$ cat src/design/aor_defines.vh
// constants for the auto-negotiation ability override register bank
`ifndef AOR_DEFINES_VH
`define AOR_DEFINES_VH
`define AOR_ADDR_W          12
`define AOR_DATA_W          32
`define AOR_PORT_MSB        11
`define AOR_PORT_LSB        8
`define AOR_OFS_MSB         7
`define AOR_OFS_LSB         0
`define AOR_PORT_W          4
`define AOR_OFS_W           8
`define AOR_OVR_OFS         8'hcc
`define AOR_LANE_OFS        8'hd0
`define AOR_LANE_W          3
`define AOR_LANE_MAX        3'h7
`define AOR_LANE_ZERO       3'h0
`define AOR_BIT_LLFEC_REQ   3
`define AOR_BIT_LLFEC_50    4
`define AOR_BIT_LLFEC_100   5
`define AOR_BIT_LLFEC_200   6
`define AOR_BIT_RSFEC_ABL   8
`define AOR_BIT_FCFEC_ABL   9
`define AOR_BIT_RSFEC_REQ   10
`define AOR_BIT_FCFEC_REQ   11
`define AOR_IEEE_LO_LSB     12
`define AOR_IEEE_LO_MSB     18
`define AOR_IEEE_HI_LSB     19
`define AOR_IEEE_HI_MSB     23
`define AOR_CONS_LSB        24
`define AOR_CONS_MSB        28
`define AOR_BIT_IEEE_400    29
`define AOR_OVR_MASK        32'h3ffffe78
`define AOR_ZERO32          32'h00000000
`endif

$ cat src/design/aor_lane_cfg.v
// build-time auto-negotiation lane selection, one shared by all ports
`timescale 1ns/1ps
`include "aor_defines.vh"
module aor_lane_cfg #(
    parameter [2:0] LANE_SEL  = 3'h0,
    parameter [3:0] NUM_LANES = 4'h1,
    parameter       DYN_ANLT  = 0
) (
    // legal lane out
    output wire [`AOR_LANE_W-1:0] autoneg_lane_select_out
);
    // lane beyond lane count, or dynamic multi-lane nonzero, falls back to lane 0
    wire single    = (NUM_LANES <= 4'h1);
    wire in_range  = ({1'b0, LANE_SEL} < NUM_LANES);
    wire dyn_block = (DYN_ANLT != 0) && !single;
    assign autoneg_lane_select_out = (single || !in_range || dyn_block) ?
                                     `AOR_LANE_ZERO : LANE_SEL;
endmodule // aor_lane_cfg

$ cat src/design/aor_override_regs.v
// ability override register bank on the configuration bus
// What this block does
// one lane select for all ports is build-time, 0 to 7, default 0, below lane count.
// with dynamic reconfiguration, multi-lane ports use lane 0 only.
// single-lane ports have no lane choice; their lane is lane 0.
// offset 0xcc bit 3 holds low-latency FEC request override.
// bits 4,5,6 hold low-latency FEC abilities for 50G, 100G, 200G.
// bit 8, the RS-FEC ability override, is masked off; it reads zero and ignores writes.
// bit 9 holds the Firecode FEC ability override.
// bit 10 holds the RS-FEC request override.
// bit 11 holds the Firecode FEC request override.
// bits 12..18 advertise seven IEEE abilities, 10G KR up to 25G KR/CR.
// bits 19..23 more IEEE abilities; bit 29 is 400G KR4/CR4.
// bits 24..28 advertise five consortium abilities.
// reset loads build-time values; unassigned bits read zero, ignore writes.
// word-addressed 32-bit bus, byte offsets over four, byte strobes per byte.
// address bits 11:8 are port, bits 7:0 the register offset.
// host holds a request until stall is low.
// each accepted read returns data with a one-cycle valid pulse.
`timescale 1ns/1ps
`include "aor_defines.vh"
module aor_override_regs #(
    parameter [3:0]  NUM_PORTS  = 4'h4,
    parameter [31:0] OVR_INIT   = 32'h00000000,
    parameter [2:0]  LANE_SEL   = 3'h0,
    parameter [3:0]  NUM_LANES  = 4'h4,
    parameter        DYN_ANLT   = 0
) (
    // clock and reset
    input  wire                    ref_clk_in,
    input  wire                    rst_in,
    // configuration bus
    input  wire [`AOR_ADDR_W-1:0]  cfg_bus_address_in,
    input  wire                    cfg_bus_read_in,
    input  wire                    cfg_bus_write_in,
    input  wire [3:0]              cfg_bus_byte_strobes_in,
    input  wire [`AOR_DATA_W-1:0]  cfg_bus_write_data_in,
    output reg  [`AOR_DATA_W-1:0]  cfg_bus_read_data_out,
    output reg                     cfg_bus_read_valid_out,
    output wire                    cfg_bus_stall_out,
    // advertisement outputs per port, packed, and one lane select for all ports
    output wire [`AOR_DATA_W*16-1:0] ability_override_out,
    output wire [`AOR_LANE_W-1:0]  autoneg_lane_select_out
);
    // reset image keeps only assigned bits
    localparam [31:0] INIT_MASKED = OVR_INIT & `AOR_OVR_MASK;

    // address split into port and byte offset
    wire [`AOR_PORT_W-1:0] port = cfg_bus_address_in[`AOR_PORT_MSB:`AOR_PORT_LSB];
    wire [`AOR_OFS_W-1:0]  ofs  = cfg_bus_address_in[`AOR_OFS_MSB:`AOR_OFS_LSB];
    wire port_ok = (port < NUM_PORTS);

    // one accepted access per request; stall drops the cycle it is taken
    reg busy;
    assign cfg_bus_stall_out = (cfg_bus_read_in | cfg_bus_write_in) & ~busy;
    wire take_wr = cfg_bus_write_in & busy;
    wire take_rd = cfg_bus_read_in & busy;

    // byte strobe mask
    wire [31:0] be_mask = {{8{cfg_bus_byte_strobes_in[3]}}, {8{cfg_bus_byte_strobes_in[2]}},
                           {8{cfg_bus_byte_strobes_in[1]}}, {8{cfg_bus_byte_strobes_in[0]}}};

    // request phase: one stall cycle then acceptance
    always @(posedge ref_clk_in)
    begin
        if (rst_in)
            busy <= 1'b0;
        else if ((cfg_bus_read_in | cfg_bus_write_in) & ~busy)
            busy <= 1'b1;
        else
            busy <= 1'b0;
    end

    // override register per port, each owned by its own loop entry
    genvar g;
    generate
        for (g = 0; g < 16; g = g + 1)
        begin : g_port
            reg  [31:0] ovr;
            wire        hit = take_wr && port_ok && (port == g) && (ofs == `AOR_OVR_OFS);
            always @(posedge ref_clk_in)
            begin
                if (rst_in)
                    ovr <= INIT_MASKED;
                else if (hit)
                    ovr <= ((ovr & ~be_mask) | (cfg_bus_write_data_in & be_mask))
                           & `AOR_OVR_MASK;
            end
            assign ability_override_out[g*32+31:g*32] = ovr;
        end
    endgenerate

    // build-time lane choice
    aor_lane_cfg #(
        .LANE_SEL  (LANE_SEL),
        .NUM_LANES (NUM_LANES),
        .DYN_ANLT  (DYN_ANLT)
    ) u_lane (
        .autoneg_lane_select_out (autoneg_lane_select_out)
    );

    // read data and single-cycle valid; unmapped offsets read zero
    always @(posedge ref_clk_in)
    begin
        if (rst_in)
        begin
            cfg_bus_read_data_out  <= `AOR_ZERO32;
            cfg_bus_read_valid_out <= 1'b0;
        end
        else
        begin
            cfg_bus_read_valid_out <= take_rd;
            if (take_rd)
            begin
                if (port_ok && ofs == `AOR_OVR_OFS)
                    cfg_bus_read_data_out <= ability_override_out[{port, 5'h00} +: 32];
                else if (port_ok && ofs == `AOR_LANE_OFS)
                    cfg_bus_read_data_out <= {29'h0, autoneg_lane_select_out};
                else
                    cfg_bus_read_data_out <= `AOR_ZERO32;
            end
        end
    end
endmodule // aor_override_regs

$ cat config.mk
export PLATFORM = sky130hd
export DESIGN_NAME = aor_override_regs
export DESIGN_NICKNAME = d
export VERILOG_FILES = /design/src/design/aor_lane_cfg.v /design/src/design/aor_override_regs.v
export VERILOG_INCLUDE_DIRS = /design/src /design/src/design
export SDC_FILE = /design/constraint.sdc
export NUM_CORES = 1
export LEC_CHECK = 0
export ABC_AREA = 1
export BUFFER_PORTS_ARGS = -buffer_cell sky130_fd_sc_hd__buf_2
export CAP_MARGIN = 10
export CORE_AREA = 2 2 232 234
export CTS_BUF_LIST = sky130_fd_sc_hd__clkbuf_4
export CTS_CLUSTER_DIAMETER = 80
export DETAILED_ROUTE_END_ITERATION = 10
export DIE_AREA = 0 0 234 236
export PLACE_DENSITY_LB_ADDON = 0.25
export SYNTH_ARGS = -nofsm -noshare
export SYNTH_HDL_FRONTEND = slang
export SYNTH_SLANG_ARGS = --single-unit
$ cat constraint.sdc
create_clock -name ref_clk_in -period 3 [get_ports ref_clk_in]
set_clock_uncertainty 0.2 [all_clocks]
set_input_delay 0.6 -clock ref_clk_in [delete_from_list [all_inputs] [get_ports ref_clk_in]]
set_output_delay 0.6 -clock ref_clk_in [all_outputs]
set_load 0.01 [all_outputs]
# --- Yosys cells after proc, flatten, opt, wreduce, memory -nomap -nowiden ---
# Index checks and enable logic that the tools add are counted.
classes:
  bitwise: 39
  reduce_logical: 35
  shifts: 1
  n_lt_le_gt_ge: 1
  eq_ne: 16
  mux: 2
op_table:
  columns: ["cell", "count"]
  rows:
  - ["$shiftx A512 B10 Y32", 1]
  - ["$and A30 B30 Y30", 17]
  - ["$or A30 B30 Y30", 16]
  - ["$logic_and A1 B1 Y1", 34]
  - ["$eq A4 B4 Y1 const B", 8]
  - ["$mux W32", 1]
  - ["$not A30 Y30", 1]
  - ["$eq A4 B3 Y1 const B", 4]
  - ["$eq A4 B2 Y1 const B", 2]
  - ["$eq A8 B8 Y1 const B", 1]
  - ["$eq A4 B1 Y1 const B", 1]
  - ["$logic_not A4 Y1", 1]
  - ["$lt A4 B3 Y1 const B", 1]
  - ["$and A1 B1 Y1", 3]
  - ["$mux W1", 1]
  - ["$not A1 Y1", 1]
  - ["$or A1 B1 Y1", 1]
totals:
  regBits: 434
  elab_cells: 113

# --- Longest topological paths before layout ---
# Gate-level depths: netlist of the first run.
depth:
  depth_word: 4
  depth_mapped: 10

# --- Hierarchy ---
# A second synthesis of the first run with hierarchy kept.
unflattened:
  cells_unflattened: 2148
  hier_area_um2: 16199.3
by_module_without_submodules:
  columns: ["mod", "cells_per_inst", "n_inst", "area_each_um2", "seq_area_each_um2"]
  rows:
  - ["aor_override_regs", 2144, 1, 16173.0, 8608.3]
  - ["aor_lane_cfg", 4, 1, 26.3, 0.0]

# --- Worst setup path after synthesis of the first run ---
# Ideal clock, no wire load.
synth_timing:
  kind: "input-to-reg"
  start: "input port cfg_bus_address_in[10]"
  end: "register with a tool-made name"
  t_arrival_ps: 1497
  cell_stages: 7
  required_time_ps: 2687
  setup_ps: 113
  slack_ps: 1191
  cell_sequence: "nor2_1 -> nand2_4 -> nor2_2 -> nand3_2 -> buf_6 -> nor2_1 -> nor2_1"
synth_lines:
  columns: ["item", "line_no", "source"]
  rows:
  - ["from (decl)", "aor_override_regs.v:33", "input wire [`AOR_ADDR_W-1:0] cfg_bus_address_in,"]

==> report_table.html, run 1 <==
<table>
<tr><th>Metric</th><th>Value</th></tr>
<tr><th colspan="2">Run status</th></tr>
<tr><td>Outcome</td><td>finished, final reports clean</td></tr>
<tr><th colspan="2">Pwr</th></tr>
<tr><td>Highest ir drop seen on vdd</td><td>0.3515 mV</td></tr>
<tr><td>Sequential power share</td><td>0.510</td></tr>
<tr><td>Static Leakage</td><td>10.31 nW</td></tr>
<tr><td>Proportion of total power due to net switching</td><td>0.2478</td></tr>
<tr><td>Combinational share of power</td><td>0.031</td></tr>
<tr><td>Cell internal pwr</td><td>8.365 mW</td></tr>
<tr><td>Net switching power</td><td>2.756 mW</td></tr>
<tr><td>Clk network pwr share</td><td>0.459</td></tr>
<tr><td>Power per Cell Area</td><td>562.3 nW/um^2</td></tr>
<tr><th colspan="2">Clock tree</th></tr>
<tr><td>H-tree depth</td><td>3</td></tr>
<tr><td>Root Driver</td><td>sky130_fd_sc_hd__clkbuf_4</td></tr>
<tr><td>Clock-pin slew of the registers on the worst-case setup and hold paths</td><td>0.07 ns</td></tr>
<tr><td>TritonCTS clock tree</td><td>done</td></tr>
<tr><td>Max Root-Sink Buffers</td><td>3</td></tr>
<tr><td>Number of buffers inserted by post-CTS setup repair</td><td>0</td></tr>
<tr><td>Clock sink count</td><td>427</td></tr>
<tr><td>Worst skew pair latency</td><td>0.85 ns</td></tr>
<tr><td>CTS buffer count</td><td>112</td></tr>
<tr><th colspan="2">Logic synthesis</th></tr>
<tr><td>Synth Warn #</td><td>0</td></tr>
<tr><td>Predominant post-synthesis flop cell</td><td>sky130_fd_sc_hd__dfxtp_1</td></tr>
<tr><td>Post-synthesis instance area</td><td>15470 um^2</td></tr>
<tr><td>#FFs+latches synth</td><td>427</td></tr>
<tr><td>Proportion of netlist area held by the largest area contributor</td><td>0.5524</td></tr>
<tr><td>Number of synthesized flops with an enable pin</td><td>0</td></tr>
<tr><td>Register area share after synthesis</td><td>0.5524</td></tr>
<tr><td>Most frequently used cell type in the post-synthesis netlist</td><td>sky130_fd_sc_hd__nor2_1</td></tr>
<tr><td>Cell taking the most area after synthesis</td><td>sky130_fd_sc_hd__dfxtp_1</td></tr>
<tr><td>Post-synthesis average cell area</td><td>7.538 um^2</td></tr>
<tr><td>Top cell types by occurrence after synthesis</td><td>sky130_fd_sc_hd__nor2_1, sky130_fd_sc_hd__dfxtp_1, sky130_fd_sc_hd__nand2_1</td></tr>
<tr><td>Synthesized instance count</td><td>2053</td></tr>
<tr><td>Fraction of synthesis flops using an asynchronous set or reset pin</td><td>0</td></tr>
<tr><td>Unique masters post-synth</td><td>25</td></tr>
<tr><td>Synth top area cells</td><td>sky130_fd_sc_hd__dfxtp_1, sky130_fd_sc_hd__nor2_1, sky130_fd_sc_hd__nand2_1</td></tr>
<tr><th colspan="2">Setup path</th></tr>
<tr><td>Data required time of the worst path</td><td>3.55 ns</td></tr>
<tr><td>Worst endpoint data arrival time</td><td>3.14 ns</td></tr>
<tr><td>Endpoint type of the worst setup path</td><td>flip-flop</td></tr>
<tr><td>Number of cells traversed by the worst register-to-register path</td><td>8</td></tr>
<tr><td>Classification of the worst setup path</td><td>in -&gt; reg</td></tr>
<tr><td>Launching point of the worst reg2reg path</td><td>busy</td></tr>
<tr><td>Setup slack on the worst flop-to-flop path</td><td>0.75 ns</td></tr>
<tr><td>Highest net fanout along the worst path</td><td>19</td></tr>
<tr><td>Kind of launch point of the worst setup path</td><td>input port</td></tr>
<tr><th colspan="2">Global routing</th></tr>
<tr><td>First-pass GRT wire length</td><td>69240 um</td></tr>
<tr><td>Number of antenna violations at the first check in global routing</td><td>2</td></tr>
<tr><td>Combined global-route utilization of all metal layers</td><td>0.1621</td></tr>
<tr><td>Number of global-route vias before repair</td><td>12450</td></tr>
<tr><td>Global-route track usage on met2</td><td>0.2744</td></tr>
<tr><td>Maximum number of pins on one net before global-route repair</td><td>150</td></tr>
<tr><td>Gr busiest metal</td><td>met2</td></tr>
<tr><td>Met3 track demand over resource</td><td>0.05839</td></tr>
<tr><td>Met1 GRT Util</td><td>0.1787</td></tr>
<tr><td>Grt total ovfl</td><td>0</td></tr>
<tr><th colspan="2">Timing</th></tr>
<tr><td>Hold_ws</td><td>0.1326 ns</td></tr>
<tr><td>Tightest slew margin relative to the limit</td><td>0.5952</td></tr>
<tr><td>Final max-slew violation count</td><td>0</td></tr>
<tr><td>Upper clock frequency limit</td><td>386.0 MHz</td></tr>
<tr><td>Transition at the pin with the smallest max-transition slack</td><td>0.6072 ns</td></tr>
<tr><td>Setup violators final</td><td>0</td></tr>
<tr><td>Final setup slack of the worst path</td><td>0.4091 ns</td></tr>
<tr><td>Count of final hold-check violations</td><td>0</td></tr>
<tr><td>Aggregate negative setup slack</td><td>0 ns</td></tr>
<tr><td>Post-route fraction of the period consumed by the critical path</td><td>0.8636</td></tr>
<tr><td>Final Critical Period</td><td>2.591 ns</td></tr>
<tr><td>Setup repair after global routing missed its margin</td><td>no</td></tr>
<tr><th colspan="2">Placed design</th></tr>
<tr><td>Final RePlAce weighted congestion</td><td>0.7955</td></tr>
<tr><td>Place WS</td><td>0.3865 ns</td></tr>
<tr><td>DPL Wire Length</td><td>31930 um</td></tr>
<tr><td>Placed instance area</td><td>17980 um^2</td></tr>
<tr><td>Buffers added on ports</td><td>471</td></tr>
<tr><th colspan="2">Worst hold path</th></tr>
<tr><td>Start point of the worst min-delay path</td><td>cfg_bus_byte_strobes_in[0]</td></tr>
<tr><td>Worst hold path cell count</td><td>4</td></tr>
<tr><td>Min-Delay Path Class</td><td>in -&gt; reg</td></tr>
<tr><th colspan="2">Finish</th></tr>
<tr><td>Layout cell share with drive strength beyond 1</td><td>0.2534</td></tr>
<tr><td>Net count of the finished layout</td><td>2655</td></tr>
<tr><td>Register area</td><td>8548 um^2</td></tr>
<tr><td>Area overhead of the layout relative to synthesis</td><td>27.81%</td></tr>
<tr><td>Fill count</td><td>5642</td></tr>
<tr><td>Final instance area</td><td>19780 um^2</td></tr>
<tr><td>Area occupied by multi-input gates</td><td>4501 um^2</td></tr>
<tr><th colspan="2">Routing</th></tr>
<tr><td>Routed length per instance</td><td>13.54 um</td></tr>
<tr><td>Number of DRC violations after detailed-routing iteration 0</td><td>522</td></tr>
<tr><td>Overall routed net length</td><td>45880 um</td></tr>
<tr><td>Routed via count</td><td>13350</td></tr>
<tr><td>Vias per Instance</td><td>3.939</td></tr>
<tr><td>Antenna Nets Post-Route</td><td>0</td></tr>
<tr><td>DRT Pass-1 Iters</td><td>5</td></tr>
<tr><td>Number of DRC violations after detailed routing</td><td>0</td></tr>
<tr><th colspan="2">Floorplanning</th></tr>
<tr><td>Area enclosed by the die boundary</td><td>55220 um^2</td></tr>
<tr><td>Rows</td><td>85</td></tr>
<tr><td>IO Count</td><td>601</td></tr>
<tr><td>Die Height</td><td>236 um</td></tr>
<tr><td>DIE WIDTH</td><td>234 um</td></tr>
<tr><td>Placeable core region</td><td>53070 um^2</td></tr>
<tr><td>Initial cell density of the core</td><td>0.2916</td></tr>
<tr><th colspan="2">Run</th></tr>
<tr><td>Max-cap viol count</td><td>0</td></tr>
</table>
-- through the flow --
stage                     total power [mW]  instances    util
after floorplan                      6.111       2174       -
after global placement               6.109       3151  0.3389
after detailed placement             6.113       3151  0.3389
after CTS                            11.38       3387  0.3726
after global routing                 11.71       3388  0.3727
final                                11.12       3388  0.3727
-- placed cells by master, fill, tap and decap left out, drive strengths merged --
master and instances:
nor2 511, nand3 41, clkbuf 164, nor3 2, buf 485, nand2 411
dfxtp 427, a21oi 25, o21ai 25, clkinv 33, bufinv 1, diode 1
dlygate4sd3 34, conb 122, clkinvlp 1, inv 409
-- power by group through the flow --
stage | sequential [mW] | combinational, mW | clock, mW
2_1_floorplan | 5.80 | 0.313 | 0
3_3_place_gp | 5.80 | 0.311 | 0
3_5_place_dp | 5.80 | 0.314 | 0
4_1_cts | 5.67 | 0.349 | 5.37
5_1_grt | 5.66 | 0.386 | 5.66
6_report | 5.67 | 0.348 | 5.10
-- critical path, cell delays in order --
cell and delay, ns:
sky130_fd_sc_hd__dlygate4sd3_1 0.53, sky130_fd_sc_hd__buf_2 0.12, sky130_fd_sc_hd__nor2_1 0.08, sky130_fd_sc_hd__nand2_1 0.09
sky130_fd_sc_hd__nor2_4 0.47, sky130_fd_sc_hd__nand3_2 0.45, sky130_fd_sc_hd__nor2_1 0.18, sky130_fd_sc_hd__dlygate4sd3_1 0.57
sky130_fd_sc_hd__nor2_1 0.04
-- kinds of logic (layout without fill, tap and decap cells) --
group,count (synthesis),after routing,synth area share
AND/OR/NAND/NOR,965,965,0.2447
other,1,123,0.0002423
AO/OA/AOI/OAI,50,50,0.01617
flip-flops,427,427,0.5524
buffers and inverters,610,1127,0.1865
-- how the worst max path moves through the flow --
stage,start,endpoint,slack (ns),cells after the start
floorplan,cfg_bus_address_in[10],flip-flop,1.19,7
global placement,cfg_bus_address_in[9],flip-flop,0.42,7
detailed placement,cfg_bus_address_in[9],flip-flop,0.39,7
CTS,cfg_bus_address_in[4],flip-flop,0.56,9
global route,cfg_bus_address_in[4],flip-flop,0.38,9
finish,cfg_bus_address_in[4],flip-flop,0.41,9
-- what timing repair did --
action	4_1_cts	5_1_grt
endpoints found under the hold margin	150	0
hold buffers	34	0
gates resized for setup	0	0
endpoints found under the setup margin	0	0
-- final cells by class --
type                            instances  share of cell area
Sequential cell                       427              0.4322
Multi-Input combinational cell       1137              0.2276
Timing Repair Buffer                  519              0.1454
Inverter                              406             0.07731
Clock buffer                          164             0.06225
Tap cell                              696             0.04403
Clock inverter                         38             0.01113
Antenna cell                            1           0.0001265
-- layer usage --
metal / share of wire / up-vias
li1: - / 6770
met1: 0.39 / 5990
met2: 0.49 / 493
met3: 0.087 / 91
met4: 0.032 / 2
met5: 0.00020 / -
No activity file was read; power rests on OpenSTA's default activity.
==> run 2: changes to the inputs <==
--- a/config.mk
+++ b/config.mk
@@ -15,6 +15,7 @@
 export DETAILED_ROUTE_END_ITERATION = 10
 export DIE_AREA = 0 0 234 236
 export PLACE_DENSITY_LB_ADDON = 0.25
+export RECOVER_POWER = 100
 export SYNTH_ARGS = -nofsm -noshare
 export SYNTH_HDL_FRONTEND = slang
 export SYNTH_SLANG_ARGS = --single-unit
==> report_table.html, run 2 (synthesis gave the netlist of run 1 again) <==
<table>
<tr><th>Metric</th><th>Value</th></tr>
<tr><th colspan="2">Clock tree</th></tr>
<tr><td>Number of buffers inserted by post-CTS setup repair</td><td>0 (unchanged)</td></tr>
<tr><td>CTS buffer count</td><td>112 (unchanged)</td></tr>
<tr><td>Root Driver</td><td>sky130_fd_sc_hd__clkbuf_4</td></tr>
<tr><td>Cts-stage hold buffer count</td><td>34 (unchanged)</td></tr>
<tr><td>Max Root-Sink Buffers</td><td>3 (unchanged)</td></tr>
<tr><td>TritonCTS clock tree</td><td>done</td></tr>
<tr><td>Clock-pin slew of the registers on the worst-case setup and hold paths</td><td>0.07 ns (about the same)</td></tr>
<tr><td>Clock sink count</td><td>427 (unchanged)</td></tr>
<tr><td>Gates resized, CTS repair</td><td>0 (unchanged)</td></tr>
<tr><td>Worst skew pair latency</td><td>0.85 ns (about the same)</td></tr>
<tr><td>H-tree depth</td><td>3 (unchanged)</td></tr>
<tr><th colspan="2">Setup path</th></tr>
<tr><td>Highest net fanout along the worst path</td><td>19 (unchanged)</td></tr>
<tr><td>Critical path buffers and inverters</td><td>3 (unchanged)</td></tr>
<tr><td>Cell-by-cell listing of the critical path</td><td>dlygate4sd3_1 &gt; buf_2 &gt; nor2_1 &gt; nand2_1 &gt; nor2_4 &gt; nand3_1 &gt; nor2_1 &gt; dlygate4sd3_1 &gt; nor2_1</td></tr>
<tr><td>Endpoint type of the worst setup path</td><td>flip-flop</td></tr>
<tr><td>Kind of launch point of the worst setup path</td><td>input port</td></tr>
<tr><td>Cell with the largest stage delay on the worst path</td><td>sky130_fd_sc_hd__nand3_1</td></tr>
<tr><td>Family of cells with the greatest summed delay on the critical path</td><td>simple AND/OR/NAND/NOR gates</td></tr>
<tr><td>Classification of the worst setup path</td><td>in -&gt; reg</td></tr>
<tr><td>Worst endpoint data arrival time</td><td>3.30 ns (+0.16 ns)</td></tr>
<tr><td>Delay of the slowest critical-path stage</td><td>0.62 ns (+0.05 ns)</td></tr>
<tr><td>Most used cell along the critical path</td><td>sky130_fd_sc_hd__nor2_1</td></tr>
<tr><td>Data required time of the worst path</td><td>3.55 ns (about the same)</td></tr>
<tr><th colspan="2">Global routing</th></tr>
<tr><td>Combined global-route utilization of all metal layers</td><td>0.1621 (unchanged)</td></tr>
<tr><td>Maximum number of pins on one net before global-route repair</td><td>150 (unchanged)</td></tr>
<tr><td>Number of antenna violations at the first check in global routing</td><td>2 (unchanged)</td></tr>
<tr><td>First-pass GRT wire length</td><td>69240 um (unchanged)</td></tr>
<tr><td>Grt total ovfl</td><td>0 (unchanged)</td></tr>
<tr><td>Number of global-route vias before repair</td><td>12450 (unchanged)</td></tr>
<tr><th colspan="2">Pwr</th></tr>
<tr><td>Power per Cell Area</td><td>580.1 nW/um^2 (+3.2%)</td></tr>
<tr><td>Static Leakage</td><td>8.402 nW (-19%)</td></tr>
<tr><td>Proportion of total power due to net switching</td><td>0.2480 (about the same)</td></tr>
<tr><td>Net switching power</td><td>2.756 mW (about the same)</td></tr>
<tr><td>Highest ir drop seen on vdd</td><td>0.3567 mV (+1.5%)</td></tr>
<tr><td>Combinational share of power</td><td>0.030 (about the same)</td></tr>
<tr><td>Sequential power share</td><td>0.510 (about the same)</td></tr>
<tr><td>Clk network pwr share</td><td>0.459 (about the same)</td></tr>
<tr><td>Cell internal pwr</td><td>8.357 mW (about the same)</td></tr>
<tr><th colspan="2">Routing</th></tr>
<tr><td>Routed via count</td><td>13350 (+0.0075%)</td></tr>
<tr><td>DR top layer</td><td>met5</td></tr>
<tr><td>Routed met2 length</td><td>22350 um (about the same)</td></tr>
<tr><td>Vias per Instance</td><td>3.939 (about the same)</td></tr>
<tr><td>Number of DRC violations after detailed-routing iteration 0</td><td>478 (-8.4%)</td></tr>
<tr><td>Number of DRC violations after detailed routing</td><td>0 (unchanged)</td></tr>
<tr><td>DRT Pass-1 Iters</td><td>4 (-1)</td></tr>
<tr><td>Overall routed net length</td><td>45970 um (+0.20%)</td></tr>
<tr><td>Routed length per instance</td><td>13.57 um (+0.20%)</td></tr>
<tr><td>Antenna Nets Post-Route</td><td>0 (unchanged)</td></tr>
<tr><td>Sum of routed wire segments on met1</td><td>18230 um (+0.97%)</td></tr>
<tr><td>Length of routed met3 wiring</td><td>3892 um (-3.0%)</td></tr>
<tr><th colspan="2">Timing</th></tr>
<tr><td>Setup violators final</td><td>0 (unchanged)</td></tr>
<tr><td>Final Critical Period</td><td>2.746 ns (+0.1546 ns)</td></tr>
<tr><td>Tightest slew margin relative to the limit</td><td>-0.2469 (-0.8421)</td></tr>
<tr><td>Upper clock frequency limit</td><td>364.2 MHz (-5.6%)</td></tr>
<tr><td>Aggregate negative setup slack</td><td>0 ns (unchanged)</td></tr>
<tr><td>Setup repair after global routing missed its margin</td><td>no</td></tr>
<tr><td>Final setup slack of the worst path</td><td>0.2544 ns (-0.1546 ns)</td></tr>
<tr><td>Transition at the pin with the smallest max-transition slack</td><td>1.870 ns (+1.263 ns)</td></tr>
<tr><td>Final max-slew violation count</td><td>247 (+247)</td></tr>
<tr><td>Count of final hold-check violations</td><td>0 (unchanged)</td></tr>
<tr><td>Post-route fraction of the period consumed by the critical path</td><td>0.9152 (+0.05154)</td></tr>
<tr><th colspan="2">Floorplanning</th></tr>
<tr><td>Rows</td><td>85 (unchanged)</td></tr>
<tr><td>DIE WIDTH</td><td>234 um (unchanged)</td></tr>
<tr><td>Die Height</td><td>236 um (unchanged)</td></tr>
<tr><td>Area enclosed by the die boundary</td><td>55220 um^2 (unchanged)</td></tr>
<tr><td>Placeable core region</td><td>53070 um^2 (unchanged)</td></tr>
<tr><td>IO Count</td><td>601 (unchanged)</td></tr>
<tr><td>Initial cell density of the core</td><td>0.2916 (unchanged)</td></tr>
<tr><th colspan="2">Placed design</th></tr>
<tr><td>Buffers added on ports</td><td>471 (unchanged)</td></tr>
<tr><td>DPL Wire Length</td><td>31930 um (unchanged)</td></tr>
<tr><td>Final RePlAce weighted congestion</td><td>0.7955 (unchanged)</td></tr>
<tr><td>Place WS</td><td>0.3865 ns (unchanged)</td></tr>
<tr><th colspan="2">Finish</th></tr>
<tr><td>Layout cell share with drive strength beyond 1</td><td>0.09216 (-0.1613)</td></tr>
<tr><td>Area occupied by multi-input gates</td><td>4463 um^2 (-0.83%)</td></tr>
<tr><td>Register area</td><td>8548 um^2 (unchanged)</td></tr>
<tr><td>Most common library cell in the layout ignoring fill and taps</td><td>sky130_fd_sc_hd__nor2_1</td></tr>
<tr><td>Area overhead of the layout relative to synthesis</td><td>23.80%</td></tr>
<tr><td>Commonest cells after routing, fill and taps aside</td><td>sky130_fd_sc_hd__nor2_1, sky130_fd_sc_hd__clkbuf_1, sky130_fd_sc_hd__dfxtp_1</td></tr>
<tr><td>Fill count</td><td>5846 (+3.6%)</td></tr>
<tr><td>Net count of the finished layout</td><td>2655 (unchanged)</td></tr>
<tr><th colspan="2">Run status</th></tr>
<tr><td>Outcome</td><td>finished with violations</td></tr>
<tr><td>Violations in the final reports</td><td>max-capacitance violations, max-slew violations</td></tr>
<tr><th colspan="2">Worst hold path</th></tr>
<tr><td>Min-Delay Path Class</td><td>in -&gt; reg</td></tr>
<tr><th colspan="2">Run</th></tr>
<tr><td>Max-cap viol count</td><td>2 (+2)</td></tr>
</table>
-- run 2: power by group through the flow --
stage	logic [mW]	registers [mW]	clock network, mW
6_report	0.338	5.67	5.11
5_1_grt	0.376	5.66	5.66
4_1_cts	0.349	5.67	5.37
3_5_place_dp	0.314	5.80	0
3_3_place_gp	0.311	5.80	0
2_1_floorplan	0.313	5.80	0
-- run 2: tightest hold or removal path, stage by stage --
cell and delay [ns]:
sky130_fd_sc_hd__buf_2 0.12, sky130_fd_sc_hd__nand3_1 0.26, sky130_fd_sc_hd__nor2_1 0.07, sky130_fd_sc_hd__nor2_1 0.08
-- run 2: through the flow --
stage	cell area, um^2	power (mW)	hold WS [ns]	utilization	std cells
2_1_floorplan	15930	6.111	0.2473	-	2174
3_3_place_gp	17980	6.109	0.2063	0.3389	3151
3_5_place_dp	17980	6.113	0.2084	0.3389	3151
4_1_cts	19780	11.38	0.001275	0.3726	3387
5_1_grt	19160	11.70	0.05933	0.3610	3388
6_report	19160	11.11	0.1360	0.3610	3388
-- run 2: final timing paths --
path,to,start,slack (ns),depth (start not counted)
setup / recovery,flip-flop,cfg_bus_address_in[4],0.25,9
hold / removal,flip-flop,cfg_bus_byte_strobes_in[0],0.14,4
setup reg to reg,flip-flop,busy,0.58,8
hold reg to reg,flip-flop,flip-flop,0.22,2
-- run 2: layout make-up --
class,count,share of cell area
flip-flops and latches,427,0.4462
well taps,696,0.04545
clock buffers,164,0.06426
inverters,406,0.07974
repair buffers,519,0.1198
multi-input cells,1137,0.2330
diodes,1,0.0001306
clock inverters,38,0.01149
-- run 2: metal layers --
| layer | GRT usage | vias up |
|---|---|---|
| met2 | 0.2744 | 488 |
| met1 | 0.1787 | 5997 |
| met4 | 0.07825 | 2 |
| met3 | 0.05839 | 92 |
| met5 | 0 | - |
| li1 | - | 6768 |
==> run 3: changes to the inputs <==
--- a/config.mk
+++ b/config.mk
@@ -6,14 +6,13 @@
 export SDC_FILE = /design/constraint.sdc
 export NUM_CORES = 1
 export LEC_CHECK = 0
-export ABC_AREA = 1
 export BUFFER_PORTS_ARGS = -buffer_cell sky130_fd_sc_hd__buf_2
 export CAP_MARGIN = 10
-export CORE_AREA = 2 2 232 234
+export CORE_AREA = 2 2 236 238
 export CTS_BUF_LIST = sky130_fd_sc_hd__clkbuf_4
 export CTS_CLUSTER_DIAMETER = 80
 export DETAILED_ROUTE_END_ITERATION = 10
-export DIE_AREA = 0 0 234 236
+export DIE_AREA = 0 0 238 240
 export PLACE_DENSITY_LB_ADDON = 0.25
 export RECOVER_POWER = 100
 export SYNTH_ARGS = -nofsm -noshare
==> report_table.html, run 3 <==
<table>
<tr><th>Metric</th><th>Value</th></tr>
<tr><th colspan="2">Worst hold path</th></tr>
<tr><td>Worst hold path cell count</td><td>1 (-3)</td></tr>
<tr><td>Min-Delay Path Class</td><td>reg -&gt; reg</td></tr>
<tr><th colspan="2">Logic synthesis</th></tr>
<tr><td>Number of synthesized flops with an enable pin</td><td>0 (unchanged)</td></tr>
<tr><td>Most frequently used cell type in the post-synthesis netlist</td><td>sky130_fd_sc_hd__dfxtp_1</td></tr>
<tr><td>Post-synthesis instance area</td><td>14270 um^2 (-7.8%)</td></tr>
<tr><td>#FFs+latches synth</td><td>427 (unchanged)</td></tr>
<tr><td>Synthesized instance count</td><td>1237 (-40%)</td></tr>
<tr><td>Unique masters post-synth</td><td>25 (unchanged)</td></tr>
<tr><td>Post-synthesis average cell area</td><td>11.54 um^2 (+53%)</td></tr>
<tr><td>Top cell types by occurrence after synthesis</td><td>sky130_fd_sc_hd__dfxtp_1, sky130_fd_sc_hd__nor2b_1, sky130_fd_sc_hd__nor2_1</td></tr>
<tr><td>Synth top area cells</td><td>sky130_fd_sc_hd__dfxtp_1, sky130_fd_sc_hd__nor2b_1, sky130_fd_sc_hd__mux2i_1</td></tr>
<tr><td>Proportion of netlist area held by the largest area contributor</td><td>0.5989 (+0.04648)</td></tr>
<tr><td>Predominant post-synthesis flop cell</td><td>sky130_fd_sc_hd__dfxtp_1</td></tr>
<tr><td>Cell taking the most area after synthesis</td><td>sky130_fd_sc_hd__dfxtp_1</td></tr>
<tr><td>Fraction of synthesis flops using an asynchronous set or reset pin</td><td>0 (unchanged)</td></tr>
<tr><td>Synth Warn #</td><td>0 (unchanged)</td></tr>
<tr><td>Register area share after synthesis</td><td>0.5989 (+0.04648)</td></tr>
<tr><th colspan="2">Setup path</th></tr>
<tr><td>Family of cells with the greatest summed delay on the critical path</td><td>buffers and inverters</td></tr>
<tr><td>Critical path buffers and inverters</td><td>3 (unchanged)</td></tr>
<tr><td>Classification of the worst setup path</td><td>in -&gt; reg</td></tr>
<tr><td>Delay of the slowest critical-path stage</td><td>1.05 ns (+0.43 ns)</td></tr>
<tr><td>Cell with the largest stage delay on the worst path</td><td>sky130_fd_sc_hd__clkbuf_2</td></tr>
<tr><td>Kind of launch point of the worst setup path</td><td>input port</td></tr>
<tr><td>Data required time of the worst path</td><td>3.46 ns (-0.09 ns)</td></tr>
<tr><td>Cell-by-cell listing of the critical path</td><td>dlygate4sd3_1 &gt; clkbuf_2 &gt; clkbuf_1 &gt; nor2b_1</td></tr>
<tr><td>Number of cells traversed by the worst register-to-register path</td><td>5 (-3)</td></tr>
<tr><td>Crit path depth</td><td>4 (-5)</td></tr>
<tr><td>Worst endpoint data arrival time</td><td>2.86 ns (-0.44 ns)</td></tr>
<tr><td>Endpoint type of the worst setup path</td><td>flip-flop</td></tr>
<tr><td>Highest net fanout along the worst path</td><td>62 (+43)</td></tr>
<tr><th colspan="2">Placed design</th></tr>
<tr><td>Final RePlAce weighted congestion</td><td>0.7673 (-3.5%)</td></tr>
<tr><td>Placed instance area</td><td>17100 um^2 (-4.9%)</td></tr>
<tr><td>DPL Wire Length</td><td>27590 um (-14%)</td></tr>
<tr><td>Total instance count after detailed placement</td><td>2373 (-25%)</td></tr>
<tr><td>Buffers added on ports</td><td>471 (unchanged)</td></tr>
<tr><td>Place WS</td><td>0.1946 ns (-0.1919 ns)</td></tr>
<tr><th colspan="2">Global routing</th></tr>
<tr><td>First-pass GRT wire length</td><td>58000 um (-16%)</td></tr>
<tr><td>Number of global-route vias before repair</td><td>9981 (-20%)</td></tr>
<tr><td>Grt total ovfl</td><td>0 (unchanged)</td></tr>
<tr><td>Number of antenna violations at the first check in global routing</td><td>2 (unchanged)</td></tr>
<tr><td>Combined global-route utilization of all metal layers</td><td>0.1305 (-0.03155)</td></tr>
<tr><td>Maximum number of pins on one net before global-route repair</td><td>72 (-52%)</td></tr>
<tr><th colspan="2">Floorplanning</th></tr>
<tr><td>DIE WIDTH</td><td>238 um (+1.7%)</td></tr>
<tr><td>IO Count</td><td>601 (unchanged)</td></tr>
<tr><td>Area enclosed by the die boundary</td><td>57120 um^2 (+3.4%)</td></tr>
<tr><td>Rows</td><td>86 (+1.2%)</td></tr>
<tr><td>Die Height</td><td>240 um (+1.7%)</td></tr>
<tr><td>Initial cell density of the core</td><td>0.2611 (-0.03047)</td></tr>
<tr><td>Placeable core region</td><td>54660 um^2 (+3.0%)</td></tr>
<tr><th colspan="2">Timing</th></tr>
<tr><td>Tightest slew margin relative to the limit</td><td>0.04104 (+0.2879)</td></tr>
<tr><td>Setup repair after global routing missed its margin</td><td>no</td></tr>
<tr><td>Final max-slew violation count</td><td>0 (-100%)</td></tr>
<tr><td>Count of final hold-check violations</td><td>0 (unchanged)</td></tr>
<tr><td>Aggregate negative setup slack</td><td>0 ns (unchanged)</td></tr>
<tr><td>Final Critical Period</td><td>2.402 ns (-0.3435 ns)</td></tr>
<tr><td>Post-route fraction of the period consumed by the critical path</td><td>0.8007 (-0.1145)</td></tr>
<tr><td>Final setup slack of the worst path</td><td>0.5980 ns (+0.3435 ns)</td></tr>
<tr><td>Transition at the pin with the smallest max-transition slack</td><td>1.438 ns (-0.4318 ns)</td></tr>
<tr><td>Setup violators final</td><td>0 (unchanged)</td></tr>
<tr><td>Upper clock frequency limit</td><td>416.3 MHz (+14%)</td></tr>
<tr><th colspan="2">Clock tree</th></tr>
<tr><td>Clock-pin slew of the registers on the worst-case setup and hold paths</td><td>0.06 ns (about the same)</td></tr>
<tr><td>Root Driver</td><td>sky130_fd_sc_hd__clkbuf_4</td></tr>
<tr><td>Number of buffers inserted by post-CTS setup repair</td><td>0 (unchanged)</td></tr>
<tr><td>TritonCTS clock tree</td><td>done</td></tr>
<tr><td>CTS buffer count</td><td>110 (-1.8%)</td></tr>
<tr><td>Clock sink count</td><td>427 (unchanged)</td></tr>
<tr><td>Worst skew pair latency</td><td>0.81 ns (-0.04 ns)</td></tr>
<tr><td>Max Root-Sink Buffers</td><td>3 (unchanged)</td></tr>
<tr><td>H-tree depth</td><td>3 (unchanged)</td></tr>
<tr><th colspan="2">Finish</th></tr>
<tr><td>Most common library cell in the layout ignoring fill and taps</td><td>sky130_fd_sc_hd__clkbuf_1</td></tr>
<tr><td>Net count of the finished layout</td><td>1862 (-30%)</td></tr>
<tr><td>Fill count</td><td>5832 (-0.24%)</td></tr>
<tr><td>Final instance area</td><td>18210 um^2 (-5.0%)</td></tr>
<tr><td>Layout cell share with drive strength beyond 1</td><td>0.1488 (+0.05662)</td></tr>
<tr><td>Number of non-filler instances in the completed layout</td><td>2588 (-24%)</td></tr>
<tr><td>Commonest cells after routing, fill and taps aside</td><td>sky130_fd_sc_hd__clkbuf_1, sky130_fd_sc_hd__dfxtp_1, sky130_fd_sc_hd__nor2b_1</td></tr>
<tr><td>Area overhead of the layout relative to synthesis</td><td>27.57%</td></tr>
<tr><th colspan="2">Routing</th></tr>
<tr><td>Vias per Instance</td><td>3.908 (-0.79%)</td></tr>
<tr><td>Routed length per instance</td><td>14.89 um (+9.7%)</td></tr>
<tr><td>DRT Pass-1 Iters</td><td>4 (unchanged)</td></tr>
<tr><td>Number of DRC violations after detailed-routing iteration 0</td><td>283 (-41%)</td></tr>
<tr><td>Number of DRC violations after detailed routing</td><td>0 (unchanged)</td></tr>
<tr><td>Routed via count</td><td>10120 (-24%)</td></tr>
<tr><td>Antenna Nets Post-Route</td><td>0 (unchanged)</td></tr>
<tr><td>Overall routed net length</td><td>38530 um (-16%)</td></tr>
<tr><th colspan="2">Pwr</th></tr>
<tr><td>Highest ir drop seen on vdd</td><td>0.3456 mV (-3.1%)</td></tr>
<tr><td>Power per Cell Area</td><td>595.5 nW/um^2 (+2.7%)</td></tr>
<tr><td>Static Leakage</td><td>7.409 nW (-12%)</td></tr>
<tr><th colspan="2">Run status</th></tr>
<tr><td>Outcome</td><td>finished, final reports clean</td></tr>
<tr><th colspan="2">Run</th></tr>
<tr><td>Max-cap viol count</td><td>0 (-2)</td></tr>
</table>
==> run 3: cells by family (layout without fill, tap and decap cells) <==
kind of cell    Yosys count  count (layout)  share of synthesized area
simple gates            470             470                     0.1948
other cells               1             124                  0.0002627
buf+inv                 189             713                    0.08336
flops                   427             427                     0.5989
compound gates           25              25                    0.01315
mux                     125             125                     0.1096
==> run 3: routing by layer <==
layer  part of all wire  routed length, um  vias up  track usage
met2               0.44              16860      473       0.1901
met4              0.022                855        0      0.05871
met1               0.41              15910     4615       0.1554
met3               0.13               4912       48      0.07428
li1                   -                  -     4979            -
met5                  0                  0        -            0
==> run 3: final timing paths <==
check,from,endpoint,slack (ns)
setup / recovery,rst_in,flip-flop,0.60
hold / removal,flip-flop,flip-flop,0.26
setup reg to reg,busy,flip-flop,0.86
hold reg to reg,flip-flop,flip-flop,0.26
==> run 3: stage by stage <==
stage	util	hold slack (ns)	power, mW
final	0.3331	0.2640	10.84
after CTS	0.3430	0.1189	11.11
after floorplan	-	0.2627	6.119
after global placement	0.3129	0.2467	6.110
after detailed placement	0.3129	0.2495	6.113
after global routing	0.3331	0.1932	11.46
==> run 3: power breakdown <==
| group | total, mW | internal (mW) | switching (mW) | leakage [nW] |
|---|---|---|---|---|
| clock network | 4.83 | 2.51 | 2.32 | 0.816 |
| logic | 0.342 | 0.0926 | 0.249 | 3.16 |
| registers | 5.67 | 5.67 | 0.00138 | 3.44 |
==> run 3: layout make-up <==
cell class                 count  area (um^2)  area share
clock inverter                19        118.9    0.006528
multi-input combinational    742         4990      0.2740
timing repair buffer         529         2427      0.1333
antenna                        2        5.005   0.0002749
tap                          704        880.8     0.04837
clock buffer                 165         1239     0.06803
sequential                   427         8548      0.4695
==> run 3: repair_timing <==
item                                   CTS  global route
resized for setup                        0             0
endpoints found under the hold margin  155             0
hold buffers                            29             0
==> run 3: worst register-to-register path: cells and delay by family, from the launching register on <==
kind / cells / cell delay [ns]
AND/OR/NAND/NOR: 3 / 0.93
multiplexers: 1 / 0.24
flip-flops: 1 / 0.39
buffers and inverters: 1 / 0.24
